`src/hdl/rxscc_pkg.sv`:
```
// Purpose: constants and types for the receiver sync and correlator setup
// Assumes: byte-wide register port, byte addresses as printed
// Notes:   reset values of the setup registers are zero, except trim which loads boot_trim
package rxscc_pkg;
    localparam int         DATA_W        = 8;
    localparam int         PATTERN_W     = 16;
    localparam int         NIBBLES       = 4;
    localparam logic [7:0] ADDR_SOF_HIGH = 8'h5a;
    localparam logic [7:0] ADDR_SOF_LOW  = 8'h5b;
    localparam logic [7:0] ADDR_MODE     = 8'h5c;
    localparam logic [7:0] ADDR_DEMOD    = 8'h5d;
    localparam logic [7:0] ADDR_CORR     = 8'h5e;
    localparam logic [7:0] ADDR_TRIM     = 8'h5f;
    localparam logic [7:0] RST_REG       = 8'h00;
    localparam logic [7:0] READ_NONE     = 8'h00;
    localparam logic [7:0] FULL_WMASK    = 8'hff;
    localparam logic [7:0] DEMOD_WMASK   = 8'h3f;
    localparam logic [7:0] CORR_WMASK    = 8'hf8;
    // sof_pattern_mode fields
    localparam int MODE_LEN_MSB  = 7;
    localparam int MODE_LEN_LSB  = 4;
    localparam int MODE_NEG_EDGE = 3;
    localparam int MODE_HALF     = 2;
    localparam int MODE_TYPE_MSB = 1;
    localparam int MODE_TYPE_LSB = 0;
    // receive_demod_mode fields
    localparam int DEMOD_AVG     = 5;
    localparam int DEMOD_SQUARE  = 4;
    localparam int DEMOD_PEAK    = 3;
    localparam int DEMOD_SENSE   = 2;
    localparam int DEMOD_FSK     = 1;
    localparam int DEMOD_BPSK    = 0;
    // correlator_setup fields
    localparam int CORR_FREQ_MSB = 7;
    localparam int CORR_FREQ_LSB = 6;
    localparam int CORR_SPD_MSB  = 5;
    localparam int CORR_SPD_LSB  = 4;
    localparam int CORR_WIN      = 3;
    // nibble layout in pattern mode 1: {data, coll}
    localparam int NIB_DATA      = 1;
    localparam int NIB_COLL      = 0;
    typedef enum logic [1:0] {
        RXSCC_BURST, RXSCC_NIBBLE, RXSCC_BYTE_START, RXSCC_TYPE_RSVD
    } rxscc_sync_t;
    typedef enum logic [1:0] {
        RXSCC_FREQ_212, RXSCC_FREQ_424, RXSCC_FREQ_848A, RXSCC_FREQ_848B
    } rxscc_freq_t;
    localparam logic [1:0] SPEED_RSVD   = 2'h3;
    localparam logic [3:0] LEN_ALL      = 4'h0;
    localparam logic [2:0] SEL_212      = 3'h1;
    localparam logic [2:0] SEL_424      = 3'h2;
    localparam logic [2:0] SEL_848      = 3'h4;
    localparam logic [6:0] WIN_SHORT    = 7'h20;
    localparam logic [6:0] WIN_LONG     = 7'h40;
    localparam logic [1:0] AVG_LAST     = 2'h3;
    localparam int         AVG_SHIFT    = 2;
    localparam int         SUM_W        = 10;
    localparam logic [7:0] SAMPLE_MID   = 8'h80;
    localparam logic [7:0] SAMPLE_MAX   = 8'hff;
endpackage

```
`src/hdl/rxscc_config.sv`:
```
// Purpose: receiver sof sync and correlator setup registers with decode
// Assumes: byte register port, one access per cycle, synchronous reset
// Notes:   trim is captured from boot_trim while reset is high
//
// Summary of operation
// - hold sof pattern low byte for frame synchronisation.
// - hold sof pattern high byte, forming the 16-bit pattern with low.
// - bits 7..4 of mode give number of valid pattern bits.
// - bit 3 set: first falling correlation edge defines the bit grid.
// - bit 2 set: final pattern bit is half length.
// - pattern type 0: the low valid-count pattern bits form a burst (all 16 when the count is 0).
// - type 1: each nibble is data plus collision flag; collision ignores data.
// - type 2 resyncs at every byte start bit; type 3 reserved.
// - pre-filter bit averages each group of four samples.
// - square shaping bit makes converter samples more rectangular.
// - grid fixed at correlation maximum when 1, minimum when 0.
// - manchester sense bit picks the logical sense of manchester coding.
// - demod bit 1 selects frequency shift keying.
// - demod bit 0 selects binary phase shift keying.
// - frequency field: 0 is 212, 1 is 424, 2 and 3 are 848 kHz.
// - speed field sets clocks per correlation; value 3 reserved.
// - window bit set gives 32 correlation values, clear gives 64.
// - trim byte loaded at boot; software should leave it alone.
`timescale 1ns/1ps
module rxscc_config
    import rxscc_pkg::*;
(
    input  wire logic                              clk,
    input  wire logic                              reset,
    input  wire logic [rxscc_pkg::DATA_W-1:0]      boot_trim,
    input  wire logic [7:0]                        reg_addr,
    input  wire logic                              reg_wr,
    input  wire logic [rxscc_pkg::DATA_W-1:0]      reg_wdata,
    input  wire logic                              reg_rd,
    output logic      [rxscc_pkg::DATA_W-1:0]      reg_rdata,
    output logic                                   reg_rvalid,
    input  wire logic [rxscc_pkg::DATA_W-1:0]      adc_sample,
    input  wire logic                              adc_valid,
    output logic      [rxscc_pkg::DATA_W-1:0]      cond_sample,
    output logic                                   cond_valid,
    output logic      [rxscc_pkg::DATA_W-1:0]      sof_pattern_high,
    output logic      [rxscc_pkg::DATA_W-1:0]      sof_pattern_low,
    output logic      [3:0]                        sof_valid_bit_count,
    output logic                                   grid_from_falling_edge,
    output logic                                   half_final_pattern_bit,
    output logic      [1:0]                        pattern_interpretation,
    output logic      [rxscc_pkg::PATTERN_W-1:0]   expected_pattern,
    output logic      [rxscc_pkg::PATTERN_W-1:0]   pattern_care,
    output logic                                   resync_each_byte,
    output logic                                   pattern_reserved,
    output logic                                   four_sample_average,
    output logic                                   square_shaping,
    output logic                                   grid_at_peak,
    output logic                                   manchester_sense,
    output logic                                   demod_fsk,
    output logic                                   demod_bpsk,
    output logic                                   subcarrier_212,
    output logic                                   subcarrier_424,
    output logic                                   subcarrier_848,
    output logic      [1:0]                        correlation_clock_count,
    output logic                                   clock_count_reserved,
    output logic      [6:0]                        correlation_window_size,
    output logic      [rxscc_pkg::DATA_W-1:0]      receiver_trim
);
    typedef struct packed {
        logic [DATA_W-1:0] sof_high;
        logic [DATA_W-1:0] sof_low;
        logic [DATA_W-1:0] mode;
        logic [DATA_W-1:0] demod;
        logic [DATA_W-1:0] corr;
        logic [DATA_W-1:0] trim;
        logic [DATA_W-1:0] rdata;
        logic              rvalid;
        logic [2:0]        sub_sel;
        logic              spd_rsvd;
        logic [6:0]        win;
    } rxscc_cfg_t;

    rxscc_cfg_t st;
    rxscc_cfg_t next_st;

    always_comb begin
        next_st = st;
        next_st.rvalid = 1'b0;
        if (reg_wr) begin
            case (reg_addr)
                ADDR_SOF_HIGH: next_st.sof_high = reg_wdata;
                ADDR_SOF_LOW:  next_st.sof_low  = reg_wdata;
                ADDR_MODE:     next_st.mode = reg_wdata & FULL_WMASK;
                ADDR_DEMOD:    next_st.demod = reg_wdata & DEMOD_WMASK;
                ADDR_CORR:     next_st.corr = reg_wdata & CORR_WMASK;
                // writable, but the boot value should be kept
                ADDR_TRIM:     next_st.trim = reg_wdata;
                default: ;
            endcase
        end
        if (reg_rd) begin
            // reads return the value before a same-cycle write
            next_st.rvalid = 1'b1;
            case (reg_addr)
                ADDR_SOF_HIGH: next_st.rdata = st.sof_high;
                ADDR_SOF_LOW:  next_st.rdata = st.sof_low;
                ADDR_MODE:     next_st.rdata = st.mode;
                ADDR_DEMOD:    next_st.rdata = st.demod;
                ADDR_CORR:     next_st.rdata = st.corr;
                ADDR_TRIM:     next_st.rdata = st.trim;
                default:       next_st.rdata = READ_NONE;
            endcase
        end
        unique case (rxscc_freq_t'(next_st.corr[CORR_FREQ_MSB:CORR_FREQ_LSB]))
            RXSCC_FREQ_212:  next_st.sub_sel = SEL_212;
            RXSCC_FREQ_424:  next_st.sub_sel = SEL_424;
            RXSCC_FREQ_848A,
            RXSCC_FREQ_848B: next_st.sub_sel = SEL_848;
        endcase
        next_st.spd_rsvd = next_st.corr[CORR_SPD_MSB:CORR_SPD_LSB]
                           == SPEED_RSVD;
        next_st.win = next_st.corr[CORR_WIN] ? WIN_SHORT : WIN_LONG;
    end

    always_ff @(posedge clk) begin
        if (reset) begin
            st.sof_high <= RST_REG;
            st.sof_low  <= RST_REG;
            st.mode     <= RST_REG;
            st.demod    <= RST_REG;
            st.corr     <= RST_REG;
            st.trim     <= boot_trim;
            st.rdata    <= READ_NONE;
            st.rvalid   <= 1'b0;
            st.sub_sel  <= SEL_212;
            st.spd_rsvd <= 1'b0;
            st.win      <= WIN_LONG;
        end else begin
            st <= next_st;
        end
    end

    assign reg_rdata               = st.rdata;
    assign reg_rvalid              = st.rvalid;
    assign sof_pattern_high        = st.sof_high;
    assign sof_pattern_low         = st.sof_low;
    assign sof_valid_bit_count     = st.mode[MODE_LEN_MSB:MODE_LEN_LSB];
    assign grid_from_falling_edge  = st.mode[MODE_NEG_EDGE];
    assign half_final_pattern_bit  = st.mode[MODE_HALF];
    assign pattern_interpretation  = st.mode[MODE_TYPE_MSB:MODE_TYPE_LSB];
    assign four_sample_average     = st.demod[DEMOD_AVG];
    assign square_shaping          = st.demod[DEMOD_SQUARE];
    assign grid_at_peak            = st.demod[DEMOD_PEAK];
    // sense 1 is taken as the inverse of subcarrier then no subcarrier
    assign manchester_sense        = st.demod[DEMOD_SENSE];
    assign demod_fsk               = st.demod[DEMOD_FSK];
    assign demod_bpsk              = st.demod[DEMOD_BPSK];
    assign subcarrier_212          = st.sub_sel[0];
    assign subcarrier_424          = st.sub_sel[1];
    assign subcarrier_848          = st.sub_sel[2];
    assign correlation_clock_count = st.corr[CORR_SPD_MSB:CORR_SPD_LSB];
    assign clock_count_reserved    = st.spd_rsvd;
    assign correlation_window_size = st.win;
    assign receiver_trim           = st.trim;

    rxscc_pattern u_pattern (
        .clk           (clk),
        .reset         (reset),
        .sof_high      (st.sof_high),
        .sof_low       (st.sof_low),
        .valid_count   (st.mode[MODE_LEN_MSB:MODE_LEN_LSB]),
        .interp        (st.mode[MODE_TYPE_MSB:MODE_TYPE_LSB]),
        .expected      (expected_pattern),
        .care          (pattern_care),
        .resync_byte   (resync_each_byte),
        .type_reserved (pattern_reserved)
    );

    rxscc_sample u_sample (
        .clk        (clk),
        .reset      (reset),
        .avg_en     (st.demod[DEMOD_AVG]),
        .square_en  (st.demod[DEMOD_SQUARE]),
        .in_sample  (adc_sample),
        .in_valid   (adc_valid),
        .out_sample (cond_sample),
        .out_valid  (cond_valid)
    );
endmodule // rxscc_config

```
`src/hdl/rxscc_pattern.sv`:
```
// Purpose: expands the sof pattern registers into expected bits and care mask
// Assumes: inputs come from the register flops of the parent
// Notes:   one cycle behind the registers
`timescale 1ns/1ps
module rxscc_pattern
    import rxscc_pkg::*;
(
    input  wire logic                               clk,
    input  wire logic                               reset,
    input  wire logic [rxscc_pkg::DATA_W-1:0]       sof_high,
    input  wire logic [rxscc_pkg::DATA_W-1:0]       sof_low,
    input  wire logic [3:0]                         valid_count,
    input  wire logic [1:0]                         interp,
    output logic      [rxscc_pkg::PATTERN_W-1:0]    expected,
    output logic      [rxscc_pkg::PATTERN_W-1:0]    care,
    output logic                                    resync_byte,
    output logic                                    type_reserved
);
    typedef struct packed {
        logic [PATTERN_W-1:0] expected;
        logic [PATTERN_W-1:0] care;
        logic                 resync;
        logic                 rsvd;
    } rxscc_pat_t;

    rxscc_pat_t st;
    rxscc_pat_t next_st;
    logic [PATTERN_W-1:0] word;
    logic [PATTERN_W-1:0] burst_care;
    logic [NIBBLES-1:0]   nib_data;
    logic [NIBBLES-1:0]   nib_care;

    assign word = {sof_high, sof_low};

    genvar i;
    generate
        for (i = 0; i < PATTERN_W; i++) begin : g_bit
            // a zero count means every bit of the pattern is in use
            assign burst_care[i] = (valid_count == LEN_ALL) ||
                                   (i < int'(valid_count));
        end
        for (i = 0; i < NIBBLES; i++) begin : g_nib
            assign nib_data[i] = word[4*i+NIB_DATA];
            assign nib_care[i] = !word[4*i+NIB_COLL];
        end
    endgenerate

    always_comb begin
        next_st = st;
        unique case (rxscc_sync_t'(interp))
            RXSCC_BURST: begin
                next_st.expected = word;
                next_st.care     = burst_care;
                next_st.resync   = 1'b0;
                next_st.rsvd     = 1'b0;
            end
            RXSCC_NIBBLE: begin
                next_st.expected = {{(PATTERN_W-NIBBLES){1'b0}}, nib_data};
                next_st.care     = {{(PATTERN_W-NIBBLES){1'b0}}, nib_care};
                next_st.resync   = 1'b0;
                next_st.rsvd     = 1'b0;
            end
            RXSCC_BYTE_START: begin
                next_st.expected = '0;
                next_st.care     = '0;
                next_st.resync   = 1'b1;
                next_st.rsvd     = 1'b0;
            end
            RXSCC_TYPE_RSVD: begin
                // reserved: nothing is matched so a bad setup cannot lock
                next_st.expected = '0;
                next_st.care     = '0;
                next_st.resync   = 1'b0;
                next_st.rsvd     = 1'b1;
            end
        endcase
    end

    always_ff @(posedge clk) begin
        if (reset) begin
            st <= '0;
        end else begin
            st <= next_st;
        end
    end

    assign expected      = st.expected;
    assign care          = st.care;
    assign resync_byte   = st.resync;
    assign type_reserved = st.rsvd;
endmodule // rxscc_pattern

```
`src/hdl/rxscc_sample.sv`:
```
// Purpose: optional four-sample average and square shaping of converter data
// Assumes: one sample per in_valid pulse
// Notes:   partial groups are dropped when averaging is switched off
`timescale 1ns/1ps
module rxscc_sample
    import rxscc_pkg::*;
(
    input  wire logic                           clk,
    input  wire logic                           reset,
    input  wire logic                           avg_en,
    input  wire logic                           square_en,
    input  wire logic [rxscc_pkg::DATA_W-1:0]   in_sample,
    input  wire logic                           in_valid,
    output logic      [rxscc_pkg::DATA_W-1:0]   out_sample,
    output logic                                out_valid
);
    typedef struct packed {
        logic [SUM_W-1:0]  sum;
        logic [1:0]        cnt;
        logic [DATA_W-1:0] out;
        logic              vld;
    } rxscc_smp_t;

    rxscc_smp_t st;
    rxscc_smp_t next_st;
    logic [SUM_W-1:0] total;

    // push the value away from mid scale toward the rails
    function automatic logic [DATA_W-1:0] shape(logic [DATA_W-1:0] s,
                                                logic en);
        if (!en)
            return s;
        if (s >= SAMPLE_MID)
            return s + ((SAMPLE_MAX - s) >> 1);
        return s >> 1;
    endfunction

    assign total = st.sum + {2'h0, in_sample};

    always_comb begin
        next_st = st;
        next_st.vld = 1'b0;
        if (in_valid) begin
            if (avg_en) begin
                if (st.cnt == AVG_LAST) begin
                    next_st.out = shape(total[SUM_W-1:AVG_SHIFT],
                                        square_en);
                    next_st.vld = 1'b1;
                    next_st.sum = '0;
                    next_st.cnt = '0;
                end else begin
                    next_st.sum = total;
                    next_st.cnt = st.cnt + 2'h1;
                end
            end else begin
                next_st.out = shape(in_sample, square_en);
                next_st.vld = 1'b1;
                next_st.sum = '0;
                next_st.cnt = '0;
            end
        end
    end

    always_ff @(posedge clk) begin
        if (reset) begin
            st <= '0;
        end else begin
            st <= next_st;
        end
    end

    assign out_sample = st.out;
    assign out_valid  = st.vld;
endmodule // rxscc_sample

```
`config.mk`:
```
export PLATFORM = sky130hd
export DESIGN_NAME = rxscc_config
export DESIGN_NICKNAME = d
export VERILOG_FILES = /design/src/hdl/rxscc_pkg.sv /design/src/hdl/rxscc_config.sv /design/src/hdl/rxscc_pattern.sv /design/src/hdl/rxscc_sample.sv
export SDC_FILE = /design/constraint.sdc
export NUM_CORES = 1
export LEC_CHECK = 0
export ABC_AREA = 1
export CORE_ASPECT_RATIO = 1.5
export CORE_MARGIN = 2
export CORE_UTILIZATION = 51
export DETAILED_ROUTE_END_ITERATION = 10
export DONT_BUFFER_PORTS = 1
export PLACE_DENSITY = 0.66
export SYNTH_ARGS = -nofsm -noshare
export SYNTH_HDL_FRONTEND = slang
export SYNTH_SLANG_ARGS = --single-unit
```
`constraint.sdc`:
```
create_clock -name clk -period 3.5 [get_ports clk]
set_input_delay 0.525 -clock clk [delete_from_list [all_inputs] [get_ports clk]]
set_output_delay 0.525 -clock clk [all_outputs]
set_load 0.01 [all_outputs]
```
==> key figures <==
CTS
  • TritonCTS clock tree: built
  • Clock Tree Buf Depth: 2
  • Later-pin clock latency in the skew report: ~0.36 ns
  • H-tree Lvls: 3
  • CTS Root Cell: clkbuf_16
  • Number of setup buffers added after CTS: 0
  • Clock Sinks: 112
  • Num CTS Buffers: 9
  • Resize count post-CTS: 0
  • CTS Hold Buffers Added: 0
  • CTS clk-pin slew, worst paths: around 0.080 ns

Routing
  • Via count: ~5000
  • WL/cell: 18.9 um
  • Initial DRC Count: 240
  • # DRC: 0
  • Antenna viol nets, final: 0
  • First-pass DRT Iterations: 5
  • Vias per Instance: approximately 5.6
  • Routed WL: between 15 and 20 mm

Synth
  • Largest family of logic cells by synthesized area: simple AND/OR/NAND/NOR gates
  • Mux share of post-synthesis cell area: 0
  • Gate Count Post-Synth: 800
  • Post-synthesis xor/xnor area fraction: 0.0142
  • Asr flop ratio synth: 0
  • Yosys reg bits: 112
  • Compound-Gate Fraction of Synth Area: 0.166
  • Unique cell type count in the Yosys netlist: 49
  • Synth Cell Area: 0.00609 sq mm
  • Synth warnings: 0
  • Synth Area in Simple Gates: 0.223
  • Post-Synth Adder-Cell Area: 0.0694
  • Post-synth EDFFs: 8
  • Ys flop type: dfxtp_1
  • Sequential-to-total area share from yosys stat: 0.381
  • Post-Syn Area per Cell: 7.62 sq um

Global routing
  • First-pass GRT wire length: about 26 mm
  • GRT overflow: 0
  • Total GRT Usage: 0.263
  • Number of global-route vias before repair: between 4000 and 5000
  • Initial antenna violation count: 0
  • Largest net degree at the start of global routing: 54

Placement
  • Hpwl dp: around 14 mm
  • Placed cells: between 800 and 900
  • Final GP Congestion: 0.945
  • Port Buffer Count: 0

Floorplanning
  • Die Width: 93.2 um
  • Ports: 140
  • Die area: about 0.013 sq mm
  • Initial Util: 0.526
  • Chip height: approximately 140 um
  • Std-Cell Rows: 48
  • Core Footprint: 0.0116 sq mm

Critical path
  • Cell chain of the critical path: ha_1 > fa_1 > nand3_1 > nand3_1 > or2_2 > nand2_1 > inv_1 > ha_1 > a21oi_1 > nand2_1 > nand3_1 > o21ai_0 > nand2_1 > nand2_1 > nand2_1 > nand2_1 > nand2_1 > nand2_1 > nand3_1 > nand2_1 > inv_1
  • Reg2reg setup slack: roughly 0.4 ns
  • Crit path DAT: 3.35 ns
  • CP startpoint kind: flop
  • Crit-path max FO: 4
  • CP Capture Type: flop
  • Critical Path Slowest Stage Cell: fa_1
  • CP peak stage delay: 0.47 ns
  • CP Class: flop to flop
  • WP data required: 3.76 ns
  • Most Frequent Cell on Critical Path: nand2_1

Run status
  • Status: complete, no violations

Timing
  • Rel. slew slack: 0.411
  • Max Freq: between 300 and 400 MHz
  • Min cycle time layout: around 3.1 ns
  • Count of final hold-check violations: 0
  • Final period util: 0.885
  • # setup viols final: 0
  • Final setup TNS: 0 ns
  • Least-Margin Pin Slew: 0.881 ns
  • Layout Skew: about 0.011 ns
  • RSZ-0062 raised after global routing: no
  • Final Max Tran Viols: 0
  • Min Hold Slack: between 0.2 and 0.25 ns

Final layout
  • Non-Filler Instances: around 900
  • Number of diodes: 0
  • Layout overhead on the synthesized area: 0.575%
  • NumNets Final: between 800 and 900
  • Share of post-route cells with drive strength above 1: 0.0918

Power
  • Power density cells: 420 mW/mm^2
  • Peak supply drop: about 0.22 mV
  • Static leakage power: roughly 2.6 nW

Run
  • Max Cap Violations: 0

Worst hold path
  • Hold Crit Class: input pin to flop
-- Yosys cell counts (3+ instances only) --
| cell type | n | share of area |
|---|---|---|
| fa_1 | 3 | 0.0099 |
| inv_1 | 95 | 0.059 |
| nor2_1 | 63 | 0.039 |
| nand2_1 | 143 | 0.088 |
| nor3_1 | 5 | 0.0041 |
| o22ai_1 | 16 | 0.016 |
| ha_1 | 29 | 0.060 |
| dfxtp_1 | 104 | 0.34 |
| clkinv_1 | 3 | 0.0018 |
| nand3_2 | 8 | 0.013 |
| clkbuf_1 | 13 | 0.0080 |
| buf_4 | 56 | 0.069 |
| nor2_2 | 3 | 0.0031 |
| o21ai_0 | 51 | 0.042 |
| inv_2 | 4 | 0.0025 |
| a31oi_1 | 4 | 0.0041 |
| a211oi_1 | 7 | 0.0086 |
| nand4_1 | 7 | 0.0072 |
| nand2_4 | 3 | 0.0055 |
| xor2_1 | 6 | 0.0086 |
| edfxtp_1 | 8 | 0.039 |
| o221ai_1 | 7 | 0.010 |
| o31ai_1 | 5 | 0.0062 |
| buf_2 | 4 | 0.0033 |
| nand3_1 | 34 | 0.028 |
| or2_2 | 3 | 0.0031 |
| a21oi_1 | 68 | 0.056 |
| o21ai_1 | 6 | 0.0049 |
| nand2_2 | 14 | 0.014 |
-- where the power goes --
part / internal [mW] / leakage [nW] / switching, mW
Sequential: 1.32 / 0.924 / 0.0336
Clock: 0.501 / 0.144 / 0.512
Combinational: 0.0699 / 1.49 / 0.137
-- layer usage --
| metal | global-route usage | vias to the layer above | share of wire |
|---|---|---|---|
| met3 | 0.0647 | 38 | 0.069 |
| li1 | - | 2464 | - |
| met1 | 0.249 | 2401 | 0.34 |
| met4 | 0.132 | 0 | 0.042 |
| met2 | 0.514 | 185 | 0.55 |
| met5 | 0 | - | 0 |
-- logic make-up (layout without fill, tap and decap cells) --
logic type	after synthesis	count (layout)
and+or+nand+nor	292	292
AOI/OAI and AO/OA	177	177
buffers and inverters	177	125
DFF	112	112
adders and majority gates	32	32
xor gates and xnor gates	9	9
other	1	5
-- final cells by class --
class / count / area, sq um
fill: 1132 / 5460
sequential: 112 / 2320
tap: 150 / 188
multi-input combinational: 515 / 2890
clock inverter: 7 / 62.6
inverter: 103 / 392
timing repair buffer: 6 / 45.0
clock buffer: 9 / 225
-- sequential cells by signal (all words and copies together) (netlist names), 2 cells and up --
name,cells
receiver_trim,8
pattern_interpretation,2
sof_pattern_high,8
sof_pattern_low,8
u_sample.out_sample,8
sof_valid_bit_count,4
correlation_clock_count,2
u_pattern.expected,16
st,3
u_sample.st,12
u_pattern.care,16
reg_rdata,8
-- cells in the final DEF (no fill, tap or decap), drive strengths merged, types with 2 or more instances in the layout --
| cell | netlist | final |
|---|---|---|
| a22oi | 2 | 2 |
| inv | 100 | 104 |
| buf | 61 | 6 |
| o21a | 2 | 2 |
| or2 | 4 | 4 |
| a21oi | 70 | 70 |
| clkbuf | 13 | 9 |
| xor2 | 6 | 6 |
| fa | 3 | 3 |
| o21bai | 2 | 2 |
| o21ai | 57 | 57 |
| clkinv | 3 | 6 |
| dfxtp | 104 | 104 |
| o22ai | 16 | 16 |
| edfxtp | 8 | 8 |
| nor2 | 68 | 68 |
| nand2 | 161 | 161 |
| o31ai | 5 | 5 |
| xnor2 | 3 | 3 |
| nand3 | 43 | 43 |
| a211oi | 7 | 7 |
| a31oi | 4 | 4 |
| ha | 29 | 29 |
| conb | 1 | 5 |
| o221ai | 7 | 7 |
| nor3 | 5 | 5 |
| nand4 | 9 | 9 |
| o211ai | 2 | 2 |
-- stage by stage --
stage / power, mW / instance area [sq um] / utilization / setup slack [ns]
floorplan: 1.57 / 6110 / - / 0.382
global placement: 1.58 / 5840 / 0.504 / 0.202
detailed placement: 1.59 / 5840 / 0.504 / 0.165
CTS: 2.59 / 6130 / 0.529 / 0.388
global route: 2.67 / 6130 / 0.529 / 0.140
finish: 2.57 / 6130 / 0.529 / 0.402
-- worst paths after layout --
kind / startpoint / endpoint / cells after the start
worst max-delay path: u_sample.st[11] / u_sample.out_sample[7] / 21
worst min-delay path: reset / u_sample.st[14] / 1
worst max register to register: u_sample.st[11] / u_sample.out_sample[7] / 21
worst min register to register: u_sample.st[13] / u_sample.st[13] / 2
-- critical path: cells and delay by family (launching register included) --
kind                     cells  cell delay (ns)
adder cells (fa/ha/maj)      3             1.03
AO/OA/AOI/OAI                2             0.24
AND/OR/NAND/NOR             14             1.30
buffers and inverters        2             0.12
flip-flops                   1             0.31
(Power assumes the default switching activity.)
